**src/verilog/vpw_pkg.sv**
```systemverilog
package vpw_pkg;
  // Register and memory port geometry
  localparam int REG_AW = 4;
  localparam int REG_DW = 16;
  localparam int MEM_AW = 15;
  localparam int MEM_DW = 16;
  // Register offsets
  localparam logic [3:0] OFS_WOPT  = 4'h0;
  localparam logic [3:0] OFS_SOPT  = 4'h1;
  localparam logic [3:0] OFS_PAT   = 4'h2;
  localparam logic [3:0] OFS_MULT  = 4'h3;
  localparam logic [3:0] OFS_DIR   = 4'h4;
  localparam logic [3:0] OFS_MAJOR = 4'h5;
  localparam logic [3:0] OFS_MINOR = 4'h6;
  localparam logic [3:0] OFS_X     = 4'h7;
  localparam logic [3:0] OFS_Y     = 4'h8;
  localparam logic [3:0] OFS_EXEC  = 4'h9;
  localparam logic [3:0] OFS_STAT  = 4'hA;
  localparam logic [3:0] OFS_COUNT = 4'hB;
  // Field positions
  localparam int WO_NEG    = 0;
  localparam int WO_FN_LO  = 1;
  localparam int WO_ATT_EN = 3;
  localparam int WO_ATT_LO = 4;
  localparam int SO_REV    = 0;
  localparam int SO_RED    = 4;
  localparam int SO_BLUE   = 5;
  localparam int SO_GREEN  = 6;
  localparam int SO_BLINK  = 7;
  localparam int DIR_ARB   = 3;
  // Reset values
  localparam logic [7:0] OPT_RST  = 8'h00;
  localparam logic [3:0] MULT_RST = 4'hF;
  // Sync sequence and raster geometry
  localparam logic [3:0] SEQ_LAST   = 4'hB;
  localparam logic [3:0] SYNC_START = 4'h0;
  localparam logic [3:0] PIX_LAST   = 4'hB;
  localparam logic [9:0] X_LIN_MAX  = 10'h02FF;
  localparam logic [9:0] X_TX_MAX   = 10'h03FB;
  localparam logic [8:0] Y_MAX      = 9'h0F0;
  localparam int WORDS_PER_LINE = 64;
  localparam int LINES          = 240;
  // Modify functions
  typedef enum logic [1:0] {
    FN_OVERLAY = 2'b00,
    FN_REPLACE = 2'b01,
    FN_COMPL   = 2'b10,
    FN_ERASE   = 2'b11
  } vpw_fn_e;
  // Vector sequencer states
  typedef enum logic {
    VEC_IDLE = 1'b0,
    VEC_DRAW = 1'b1
  } vpw_vec_e;
endpackage

```
**src/verilog/vpw_vector_engine.sv**
```systemverilog
// Local design decisions: the placing of the registers and the address-and-strobe port.
`timescale 1ns/1ns
// Function
// RULE1 - Function bits pick overlay/replace/complement/erase
// RULE2 - Negate bit inverts pattern output
// RULE3 - Bit 3 writes attribute nibble on modify
// RULE4 - Attribute nibble: blink, green, red, blue
// RULE5 - Refresh word splits into pixels and attributes
// RULE6 - Normal video: ones use latched colour
// RULE7 - Reverse video swaps colour sources
// RULE8 - Background colour from screen-option bits 6..4
// RULE9 - Twelve-step sync sequence repeats forever
// RULE10 - Select low: refresh address, high: drawing
// RULE11 - Select toggles every third step, one access
// RULE12 - Read cycle latches bank chosen by X3..X2
// RULE13 - Pending execute starts vector at sync start
// RULE14 - Raster is 240 lines of 768 pixels
// RULE15 - Basic when minor zero or equal major
// RULE16 - X 0..767, Y 0..240 from top-left
// RULE17 - X and Y step up or down after writes
// RULE18 - Host loads major and minor lengths first
// RULE19 - Eight-bit pattern shifts one bit out
// RULE20 - Pattern zero leaves pixel, except replace
// RULE21 - Multiplier count sets pattern shift rate
// RULE22 - Direction bits 2..0, bit 3 arbitrary
// RULE23 - X1..X0 choose pixel inside bank
// RULE24 - X bank bits never equal three
// RULE25 - Pixel counter decrements, zero stops run
// RULE26 - Reset clears run flip-flop
// RULE27 - Execute command sets run flip-flop
module vpw_vector_engine #(
  parameter int unsigned RASTER_WORDS = vpw_pkg::WORDS_PER_LINE * vpw_pkg::LINES
) (
  input  wire logic                        i_clk,
  input  wire logic                        i_sys_rst,
  input  wire logic                        i_ce,
  input  wire logic [vpw_pkg::REG_AW-1:0] i_reg_addr,
  input  wire logic [vpw_pkg::REG_DW-1:0] i_reg_wdata,
  input  wire logic                        i_reg_wr,
  input  wire logic                        i_reg_rd,
  output      logic [vpw_pkg::REG_DW-1:0] o_reg_rdata,
  output      logic [vpw_pkg::MEM_AW-1:0] o_mem_addr,
  output      logic                        o_mem_ras,
  output      logic                        o_mem_cas,
  output      logic                        o_mem_we,
  output      logic [vpw_pkg::MEM_DW-1:0] o_mem_wdata,
  input  wire logic [vpw_pkg::MEM_DW-1:0] i_mem_rdata,
  output      logic                        o_draw_refresh_select,
  output      logic [2:0]                  o_video_grb,
  output      logic                        o_video_blink
);
  import vpw_pkg::*;

  logic [7:0]  write_options_reg;
  logic [7:0]  screen_options_reg;
  logic [7:0]  draw_direction_reg;
  logic [7:0]  pattern_shift_reg;
  logic [3:0]  pattern_multiplier_reg;
  logic [3:0]  mult_cnt_reg;
  logic [8:0]  major_axis_length_reg;
  logic [8:0]  minor_axis_length_reg;
  logic [8:0]  pix_cnt_reg;
  logic [9:0]  x_reg;
  logic [8:0]  y_reg;
  logic        run_flipflop_reg;
  vpw_vec_e    vec_reg;
  logic [3:0]  seq_reg;
  logic [13:0] refresh_address_counter_reg;
  logic [11:0] vid_sr_reg;
  logic [3:0]  attr_latch_reg;
  logic [3:0]  hold_reg;
  logic [15:0] word_reg;
  logic [1:0]  fr;
  logic [1:0]  ph;
  logic        wr_hit;
  logic        exec_hit;
  logic        wr_end;
  logic        basic;
  logic        x_up;
  logic        x_dn;
  logic        y_up;
  logic        y_dn;
  logic        pat_bit;
  logic        mod_bit;
  logic [3:0]  new_bank;
  logic [15:0] mod_word;
  logic [9:0]  x_lin;

  // Linear X to word/bank/pixel form
  function automatic logic [9:0] x_to_tx(input logic [9:0] lin);
    logic [9:0] l;
    logic [9:0] q;
    logic [9:0] r;
    l = (lin > X_LIN_MAX) ? X_LIN_MAX : lin;
    q = l / 10'd12;
    r = l % 10'd12;
    return {q[5:0], r[3:0]};
  endfunction

  // Frame and phase within the twelve steps
  assign fr       = 2'(seq_reg / 4'd3);
  assign ph       = 2'(seq_reg % 4'd3);
  assign wr_hit   = i_ce & i_reg_wr;
  assign exec_hit = wr_hit && (i_reg_addr == OFS_EXEC);
  assign wr_end   = (vec_reg == VEC_DRAW) && (seq_reg == SEQ_LAST);
  assign x_lin    = {x_reg[9:4], 3'b000} + {1'b0, x_reg[9:4], 2'b00} + {6'b0, x_reg[3:0]};
  // RULE15 basic test
  assign basic = (minor_axis_length_reg == 9'h000) ||
                 (minor_axis_length_reg == major_axis_length_reg);

  // Host-written option registers
  always_ff @(posedge i_clk or posedge i_sys_rst)
  begin
    if (i_sys_rst)
    begin
      write_options_reg      <= OPT_RST;
      screen_options_reg     <= OPT_RST;
      draw_direction_reg     <= OPT_RST;
      pattern_multiplier_reg <= MULT_RST;
      major_axis_length_reg  <= 9'h000;
      minor_axis_length_reg  <= 9'h000;
    end
    else if (wr_hit)
    begin
      unique case (i_reg_addr)
        OFS_WOPT:  write_options_reg      <= i_reg_wdata[7:0];
        OFS_SOPT:  screen_options_reg     <= i_reg_wdata[7:0];
        OFS_DIR:   draw_direction_reg     <= i_reg_wdata[7:0];
        OFS_MULT:  pattern_multiplier_reg <= i_reg_wdata[3:0];
        OFS_MAJOR: major_axis_length_reg  <= i_reg_wdata[8:0];
        OFS_MINOR: minor_axis_length_reg  <= i_reg_wdata[8:0];
        default:   ;
      endcase
    end
  end

  // Register read port, data valid one cycle only
  always_ff @(posedge i_clk or posedge i_sys_rst)
  begin
    if (i_sys_rst)
      o_reg_rdata <= 16'h0000;
    else if (i_ce)
    begin
      o_reg_rdata <= 16'h0000;
      if (i_reg_rd)
      begin
        unique case (i_reg_addr)
          OFS_X:     o_reg_rdata <= {6'b0, x_lin};
          OFS_Y:     o_reg_rdata <= {7'b0, y_reg};
          OFS_COUNT: o_reg_rdata <= {7'b0, pix_cnt_reg};
          OFS_STAT:  o_reg_rdata <= {12'b0, basic, draw_direction_reg[DIR_ARB],
                                     vec_reg == VEC_DRAW, run_flipflop_reg};
          default:   o_reg_rdata <= 16'h0000;
        endcase
      end
    end
  end

  // Sync sequencer, free running
  always_ff @(posedge i_clk or posedge i_sys_rst)
  begin
    if (i_sys_rst)
      seq_reg <= 4'h0;
    else if (i_ce)
      // RULE9 twelve-step wrap
      seq_reg <= (seq_reg == SEQ_LAST) ? 4'h0 : seq_reg + 4'h1;
  end

  // Run flip-flop; an execute beats the stop
  always_ff @(posedge i_clk or posedge i_sys_rst)
  begin
    // RULE26 cleared at reset
    if (i_sys_rst)
      run_flipflop_reg <= 1'b0;
    else if (i_ce)
    begin
      // RULE27 execute sets run
      if (exec_hit)
        run_flipflop_reg <= 1'b1;
      // RULE25 zero count stops
      else if (pix_cnt_reg == 9'h000)
        run_flipflop_reg <= 1'b0;
    end
  end

  // Vector sequencer and pixel down counter
  always_ff @(posedge i_clk or posedge i_sys_rst)
  begin
    if (i_sys_rst)
    begin
      vec_reg     <= VEC_IDLE;
      pix_cnt_reg <= 9'h000;
    end
    else if (i_ce)
    begin
      // RULE18 count taken from major length
      if (exec_hit)
        pix_cnt_reg <= major_axis_length_reg;
      // RULE25 one decrement per write
      else if (wr_end && pix_cnt_reg != 9'h000)
        pix_cnt_reg <= pix_cnt_reg - 9'h001;
      unique case (vec_reg)
        VEC_IDLE:
          // RULE13 start only at sync start
          if (seq_reg == SYNC_START && run_flipflop_reg && pix_cnt_reg != 9'h000)
            vec_reg <= VEC_DRAW;
        VEC_DRAW:
          if (wr_end && pix_cnt_reg == 9'h001 && !exec_hit)
            vec_reg <= VEC_IDLE;
      endcase
    end
  end

  // Direction decode, eight directions 45 degrees apart
  always_comb
  begin
    x_up = 1'b0;
    x_dn = 1'b0;
    y_up = 1'b0;
    y_dn = 1'b0;
    // RULE22 low three bits steer
    unique case (draw_direction_reg[2:0])
      3'h0: x_up = 1'b1;
      3'h1: begin x_up = 1'b1; y_dn = 1'b1; end
      3'h2: y_dn = 1'b1;
      3'h3: begin x_dn = 1'b1; y_dn = 1'b1; end
      3'h4: x_dn = 1'b1;
      3'h5: begin x_dn = 1'b1; y_up = 1'b1; end
      3'h6: y_up = 1'b1;
      3'h7: begin x_up = 1'b1; y_up = 1'b1; end
    endcase
  end

  // X and Y address; host load wins over stepping
  always_ff @(posedge i_clk or posedge i_sys_rst)
  begin
    if (i_sys_rst)
    begin
      x_reg <= 10'h000;
      y_reg <= 9'h000;
    end
    else if (i_ce)
    begin
      // RULE24 translate so bank three is skipped
      if (wr_hit && i_reg_addr == OFS_X)
        x_reg <= x_to_tx(i_reg_wdata[9:0]);
      // RULE17 step after each write
      else if (wr_end && x_up)
        x_reg <= (x_reg == X_TX_MAX) ? 10'h000 :
                 (x_reg[3:0] == 4'hB) ? {x_reg[9:4] + 6'h01, 4'h0} : x_reg + 10'h001;
      else if (wr_end && x_dn)
        x_reg <= (x_reg == 10'h000) ? X_TX_MAX :
                 (x_reg[3:0] == 4'h0) ? {x_reg[9:4] - 6'h01, 4'hB} : x_reg - 10'h001;
      // RULE16 Y wraps within 0..240
      if (wr_hit && i_reg_addr == OFS_Y)
        y_reg <= (i_reg_wdata[8:0] > Y_MAX) ? Y_MAX : i_reg_wdata[8:0];
      else if (wr_end && y_up)
        y_reg <= (y_reg == Y_MAX) ? 9'h000 : y_reg + 9'h001;
      else if (wr_end && y_dn)
        y_reg <= (y_reg == 9'h000) ? Y_MAX : y_reg - 9'h001;
    end
  end

  // Pattern register and multiplier count
  always_ff @(posedge i_clk or posedge i_sys_rst)
  begin
    if (i_sys_rst)
    begin
      pattern_shift_reg <= 8'h00;
      mult_cnt_reg      <= MULT_RST;
    end
    else if (i_ce)
    begin
      if (wr_hit && i_reg_addr == OFS_PAT)
      begin
        pattern_shift_reg <= i_reg_wdata[7:0];
        mult_cnt_reg      <= pattern_multiplier_reg;
      end
      // RULE21 shift when count reaches all ones
      else if (wr_end && mult_cnt_reg == 4'hF)
      begin
        // RULE19 rotate so the pattern repeats
        pattern_shift_reg <= {pattern_shift_reg[6:0], pattern_shift_reg[7]};
        mult_cnt_reg      <= pattern_multiplier_reg;
      end
      else if (wr_end)
        mult_cnt_reg <= mult_cnt_reg + 4'h1;
    end
  end

  // Pixel modify logic
  always_comb
  begin
    // RULE2 negate before modify
    pat_bit = pattern_shift_reg[7] ^ write_options_reg[WO_NEG];
    // RULE23 pixel inside bank
    mod_bit = hold_reg[x_reg[1:0]];
    // RULE1 function decode
    unique case (vpw_fn_e'(write_options_reg[WO_FN_LO +: 2]))
      // RULE20 zero pattern keeps pixel
      FN_OVERLAY: mod_bit = pat_bit | mod_bit;
      FN_REPLACE: mod_bit = pat_bit;
      FN_COMPL:   mod_bit = pat_bit ^ mod_bit;
      FN_ERASE:   mod_bit = pattern_shift_reg[7] ? write_options_reg[WO_NEG] : mod_bit;
    endcase
    new_bank             = hold_reg;
    new_bank[x_reg[1:0]] = mod_bit;
    mod_word             = word_reg;
    mod_word[{x_reg[3:2], 2'b00} +: 4] = new_bank;
    // RULE3 optional attribute write
    // RULE4 nibble is blink, green, red, blue
    if (write_options_reg[WO_ATT_EN])
      mod_word[15:12] = write_options_reg[WO_ATT_LO +: 4];
  end

  // Memory strobes and address; one access per frame
  always_ff @(posedge i_clk or posedge i_sys_rst)
  begin
    if (i_sys_rst)
    begin
      o_draw_refresh_select <= 1'b0;
      o_mem_addr            <= 15'h0000;
      o_mem_ras             <= 1'b0;
      o_mem_cas             <= 1'b0;
      o_mem_we              <= 1'b0;
      o_mem_wdata           <= 16'h0000;
    end
    else if (i_ce)
    begin
      unique case (ph)
        2'h0:
        begin
          // RULE11 select toggles per three steps
          o_draw_refresh_select <= fr[0];
          // RULE10 address multiplexer
          o_mem_addr <= fr[0] ? {y_reg, x_reg[9:4]} : {1'b0, refresh_address_counter_reg};
          o_mem_ras  <= 1'b1;
          if (fr == 2'h3)
            o_mem_wdata <= mod_word;
        end
        2'h1:
        begin
          o_mem_ras <= 1'b0;
          o_mem_cas <= 1'b1;
          // RULE13 write only while drawing
          o_mem_we  <= (fr == 2'h3) && (vec_reg == VEC_DRAW);
        end
        default:
        begin
          o_mem_cas <= 1'b0;
          o_mem_we  <= 1'b0;
        end
      endcase
    end
  end

  // Drawing read: whole word plus selected bank
  always_ff @(posedge i_clk or posedge i_sys_rst)
  begin
    if (i_sys_rst)
    begin
      hold_reg <= 4'h0;
      word_reg <= 16'h0000;
    end
    else if (i_ce && fr == 2'h1 && ph == 2'h2 && vec_reg == VEC_DRAW)
    begin
      // RULE12 bank strobe into holding register
      hold_reg <= i_mem_rdata[{x_reg[3:2], 2'b00} +: 4];
      word_reg <= i_mem_rdata;
    end
  end

  // Refresh load and video shift; load lands every twelve clocks
  always_ff @(posedge i_clk or posedge i_sys_rst)
  begin
    if (i_sys_rst)
    begin
      vid_sr_reg                  <= 12'h000;
      attr_latch_reg              <= 4'h0;
      refresh_address_counter_reg <= 14'h0000;
    end
    else if (i_ce)
    begin
      if (fr == 2'h0 && ph == 2'h2)
      begin
        // RULE5 pixels to shifter, attributes to latch
        vid_sr_reg     <= i_mem_rdata[11:0];
        attr_latch_reg <= i_mem_rdata[15:12];
        // RULE14 wrap after the last visible word
        refresh_address_counter_reg <=
          (refresh_address_counter_reg == 14'(RASTER_WORDS - 1)) ? 14'h0000 :
          refresh_address_counter_reg + 14'h0001;
      end
      else
        vid_sr_reg <= {1'b0, vid_sr_reg[11:1]};
    end
  end

  // Colour select; one XOR covers normal and reverse video
  always_ff @(posedge i_clk or posedge i_sys_rst)
  begin
    if (i_sys_rst)
    begin
      o_video_grb   <= 3'b000;
      o_video_blink <= 1'b0;
    end
    else if (i_ce)
    begin
      // RULE6 shifted bit against video control
      // RULE7 reverse swaps the two sources
      if (vid_sr_reg[0] ^ screen_options_reg[SO_REV])
      begin
        o_video_grb   <= attr_latch_reg[2:0];
        o_video_blink <= attr_latch_reg[3];
      end
      else
      begin
        // RULE8 background green, red, blue
        o_video_grb   <= {screen_options_reg[SO_GREEN], screen_options_reg[SO_RED],
                          screen_options_reg[SO_BLUE]};
        o_video_blink <= screen_options_reg[SO_BLINK];
      end
    end
  end

  AST_SEQ_WRAP: assert property (@(posedge i_clk) disable iff (i_sys_rst) // RULE9
    (i_ce && seq_reg == SEQ_LAST) |=> (seq_reg == 4'h0))
    else $error("sync sequence did not wrap after twelve steps");

  AST_SEL_FRAME: assert property (@(posedge i_clk) disable iff (i_sys_rst) // RULE11
    (i_ce && ph == 2'h0) |=> (o_draw_refresh_select == $past(fr[0])) && o_mem_ras)
    else $error("select or row strobe wrong at frame start");

  AST_ADDR_MUX: assert property (@(posedge i_clk) disable iff (i_sys_rst) // RULE10
    (o_mem_ras && !o_draw_refresh_select) |-> (o_mem_addr[14] == 1'b0))
    else $error("refresh address not routed when select is low");

  AST_WE_DRAW: assert property (@(posedge i_clk) disable iff (i_sys_rst) // RULE13
    o_mem_we |-> (vec_reg == VEC_DRAW) && o_draw_refresh_select && o_mem_cas)
    else $error("memory write outside a drawing write cycle");

  AST_EXEC_SET: assert property (@(posedge i_clk) disable iff (i_sys_rst) // RULE27
    exec_hit |=> run_flipflop_reg)
    else $error("execute did not set run");

  AST_START_SYNC: assert property (@(posedge i_clk) disable iff (i_sys_rst) // RULE13
    $rose(vec_reg == VEC_DRAW) |-> ($past(seq_reg) == SYNC_START) && $past(run_flipflop_reg))
    else $error("vector sequencer started off the sync start step");

  AST_STOP_ZERO: assert property (@(posedge i_clk) disable iff (i_sys_rst) // RULE25
    (i_ce && wr_end && pix_cnt_reg == 9'h001 && !exec_hit) |=> (vec_reg == VEC_IDLE)
    ##1 (!$past(i_ce) || $past(exec_hit) || !run_flipflop_reg))
    else $error("last write did not stop the run");

  AST_BANK_OK: assert property (@(posedge i_clk) disable iff (i_sys_rst) // RULE24
    x_reg[3:2] != 2'b11)
    else $error("X bank field reached three");

  AST_ATTR_WR: assert property (@(posedge i_clk) disable iff (i_sys_rst) // RULE3
    (o_mem_we && write_options_reg[WO_ATT_EN] && $stable(write_options_reg))
    |-> (o_mem_wdata[15:12] == write_options_reg[7:4]))
    else $error("attribute nibble not written");

  AST_REPLACE: assert property (@(posedge i_clk) disable iff (i_sys_rst) // RULE1
    (o_mem_we && ($past(write_options_reg[2:1], 2) == FN_REPLACE)
     && ($past(x_reg, 2) == x_reg))
    |-> (o_mem_wdata[x_reg[3:0]] == $past(pat_bit, 2)))
    else $error("replace did not write the pattern");
endmodule // vpw_vector_engine

```
**config.mk**
```make
export PLATFORM = sky130hd
export DESIGN_NAME = vpw_vector_engine
export DESIGN_NICKNAME = d
export VERILOG_FILES = /design/src/verilog/vpw_pkg.sv /design/src/verilog/vpw_vector_engine.sv
export SDC_FILE = /design/constraint.sdc
export NUM_CORES = 1
export LEC_CHECK = 0
export ABC_AREA = 1
export BUFFER_PORTS_ARGS = -buffer_cell sky130_fd_sc_hd__buf_4
export CAP_MARGIN = 10
export CORE_UTILIZATION = 50
export CTS_BUF_LIST = sky130_fd_sc_hd__clkbuf_8
export DETAILED_ROUTE_END_ITERATION = 6
export PLACE_DENSITY = 0.72
export RECOVER_POWER = 50
export SYNTH_ARGS = -nofsm -noshare
export SYNTH_HDL_FRONTEND = slang
export SYNTH_SLANG_ARGS = --single-unit
```
**constraint.sdc**
```tcl
create_clock -name i_clk -period 5.9 [get_ports i_clk]
set_input_delay 1.18 -clock i_clk [delete_from_list [all_inputs] [get_ports i_clk]]
set_output_delay 1.18 -clock i_clk [all_outputs]
set_load 0.02 [all_outputs]
```
==> results.toml <==
[setup_path]
worstSetupPathType = "input port to register"
start_kind = "input port"
crit_path_end_kind = "register"
critPathBufInv = 1
worstPathRequired_ps = 6250
critPathSlowestCell = "clkbuf_1"
slowest_delay_ps = 920
worstPathCellList = "clkbuf_1, nand2_1, nor2_2, nor2_2, o21ai_0, nand2_1, a2111oi_0, a21oi_1"
path_delay_family = "simple AND/OR/NAND/NOR gates"
cp.arrival_ps = 4580
cp_max_fo = 28

[floorplan]
dieArea_um2 = 21900
start_util_pct = 51.7
die_w_um = 148
dieHeight_um = 148
core-area_um2 = 20600
io_pins = 96
core.rowCount = 52

[global_routing]
grt_pass1_vias = 8771
gr-usage-all-layers_pct = 26.8
grt_first_pass_wirelength_mm = 45.6
overflow = 0
antenna_found_initial = 0
grt_max_degree = 185

[placed_design]
globalplace.congestion = 0.927
portBuffers = 83
postPlaceCellArea_um2 = 11400
dpl.hpwl_mm = 20.3
place_inst = 1681

[pwr]
p_seq_share_pct = 36.4
combPwrFrac_pct = 48.1
internal_power_uw = 3070
total_power_uw = 5810
netSwitchingFraction_pct = 47.1
powerDensity_nw_per_um2 = 490
switching_power_uw = 2740
vdd_drop_max_mv = 0.303
pwr-share-clk_pct = 15.5
cellLeakagePower_uw = 0.00571

[yosys]
postSynthCellCount = 1363
synth_ff_type = "dfrtp_1"
ys_warn_count = 0
synth-async-reset-ratio_pct = 100
yosysUniqueCellTypes = 53
ys_seq_elements = 184
synthesis.area_um2 = 10600
ys_seq_area_share_pct = 43.4
synth.avg_cell_area_um2 = 7.80
synth_edf_count = 0

[cts]
tritoncts = "built"
cts_resized = 0
clock_latency_ps = 490
postCtsSetupBuffers = 0
clockBufferDepth = 2
postCtsHoldBufs = 0
clockRootBuffer = "clkbuf_8"
htreeDepth = 4
cts.clk_slew.worst_paths_ps = 100
clock-sinks = 184
numCtsBuffers = 17

[layout]
fin_area_um2 = 11800
stdcell_count = 1713
postLayoutCoreUtil_pct = 57.6
area_growth_pct = 11.4
diodes = 0
drive_above_1_share_pct = 11.4
nFillCells = 1941
nNetsFinal = 1519

[sta]
hold_viol_final = 0
rsz0062_at_grt = "false"
finalClockSkew_ps = 14.7
drv_slew = 0
period_needed_ps = 4220
slew_headroom_pct = 8.03
fmax_mhz = 237
tightestPinTransition_ps = 1380
tns_ps = 0
fin_crit_sh_pct = 71.6
setup_viol = 0

[drt]
vias_per_cell = 5.61
wl_per_cell_um = 16.6
ant_nets = 0
drt-total-wl_mm = 28.4
drt_pass1_iterations = 5
drt_iter0_drc = 825
post-route-drc-count = 0
vias = 9607

[run_status]
status = "finished clean"

[min_path]
hold_path_class = "register to register"

[job]
drv_cap = 0
[worst paths after layout]
check                                          startpoint                              to  slack [ps]  depth (start not counted)
min in group asynchronous                       i_sys_rst                      seq_reg[3]        1000                          3
worst min-delay path            pattern_multiplier_reg[2]                 mult_cnt_reg[2]         480                          2
max in group asynchronous                       i_sys_rst  refresh_address_counter_reg[9]        4170                          3
worst min register to register  pattern_multiplier_reg[2]                 mult_cnt_reg[2]         480                          2
worst max register to register                 seq_reg[2]  refresh_address_counter_reg[6]        2220                         20
worst max-delay path                                 i_ce                        x_reg[8]        1680                          8
[power by group through the flow]
stage,clock network (uW),logic [uW],registers [uW]
2_1_floorplan,0,1940,2140
3_5_place_dp,0,2780,2130
3_3_place_gp,0,2710,2120
5_1_grt,964,3170,2170
6_report,900,2800,2110
4_1_cts,915,2790,2110
[cell usage in the layout (no fill, tap or decap), drive strengths merged, types with 3 or more instances in the layout]
cell      n
o31ai     5
or2       7
o221ai    4
clkbuf   19
conb      6
o21ai   217
dfrtp   176
dfstp     8
nor2    105
nor3     28
a21oi    72
a211oi    3
buf      84
clkinv    7
ha       46
nand2   311
o22ai     9
nand4    10
nand3    59
nor4      9
a22o      4
o311ai    4
o22a      4
a22oi     7
xnor2     5
a31oi    16
a221oi    5
xor2     30
inv     161
o211ai    5
[cell usage after synthesis (10+ instances only)]
library cell	instances	area (um^2)
a21oi_1	72	360
nand4_1	10	62.6
ha_1	46	576
o21ai_0	196	981
nor2_1	96	360
dfrtp_1	176	4400
nand2_1	307	1150
clkbuf_1	22	82.6
o21ai_1	18	90.1
xor2_1	30	263
nor3_1	25	125
inv_2	12	45.0
buf_2	12	60.1
nand3_1	57	285
inv_1	141	529
a31oi_1	16	100
[through the flow]
stage / hold WS (ps) / worst slack [ps]
2_1_floorplan: 448 / 2360
3_3_place_gp: 463 / 2170
3_5_place_dp: 468 / 2160
4_1_cts: 483 / 2230
5_1_grt: 519 / 1510
6_report: 482 / 1680
[layout make-up]
class	instances	area [um^2]	area share, %
multi-input cells	985	5240	44.3
flip-flops and latches	184	4610	39.0
repair buffers	86	654	5.52
inverters	156	587	4.95
well taps	270	338	2.85
clock buffers	17	234	1.98
clock inverters	15	176	1.49
[cell families (layout without fill, tap and decap cells)]
kind of cell / after synthesis / in the layout / synth area share (%)
AO/OA/AOI/OAI: 366 / 366 / 19.3
adder cells (fa/ha/maj): 48 / 48 / 5.79
flip-flops: 184 / 184 / 43.4
other: 1 / 6 / 0.0353
AND/OR/NAND/NOR: 530 / 530 / 21.2
buffers and inverters: 199 / 274 / 7.48
XOR/XNOR: 35 / 35 / 2.88
[routing by layer]
layer	share of wire [%]	wire length (um)	GRT usage [%]	vias up
met3	6.5	1850	4.63	45
met2	46	13100	42.7	290
met5	0	0	0	-
met4	2.1	589	8.56	0
li1	-	-	-	4705
met1	45	12800	37.2	4567
[worst min-delay path, cell delays in order (launching register included)]
cell and delay [ps]:
dfstp_2 380, nand2_1 50, a21oi_1 60
Note: power is estimated with default switching activity, not from simulation.
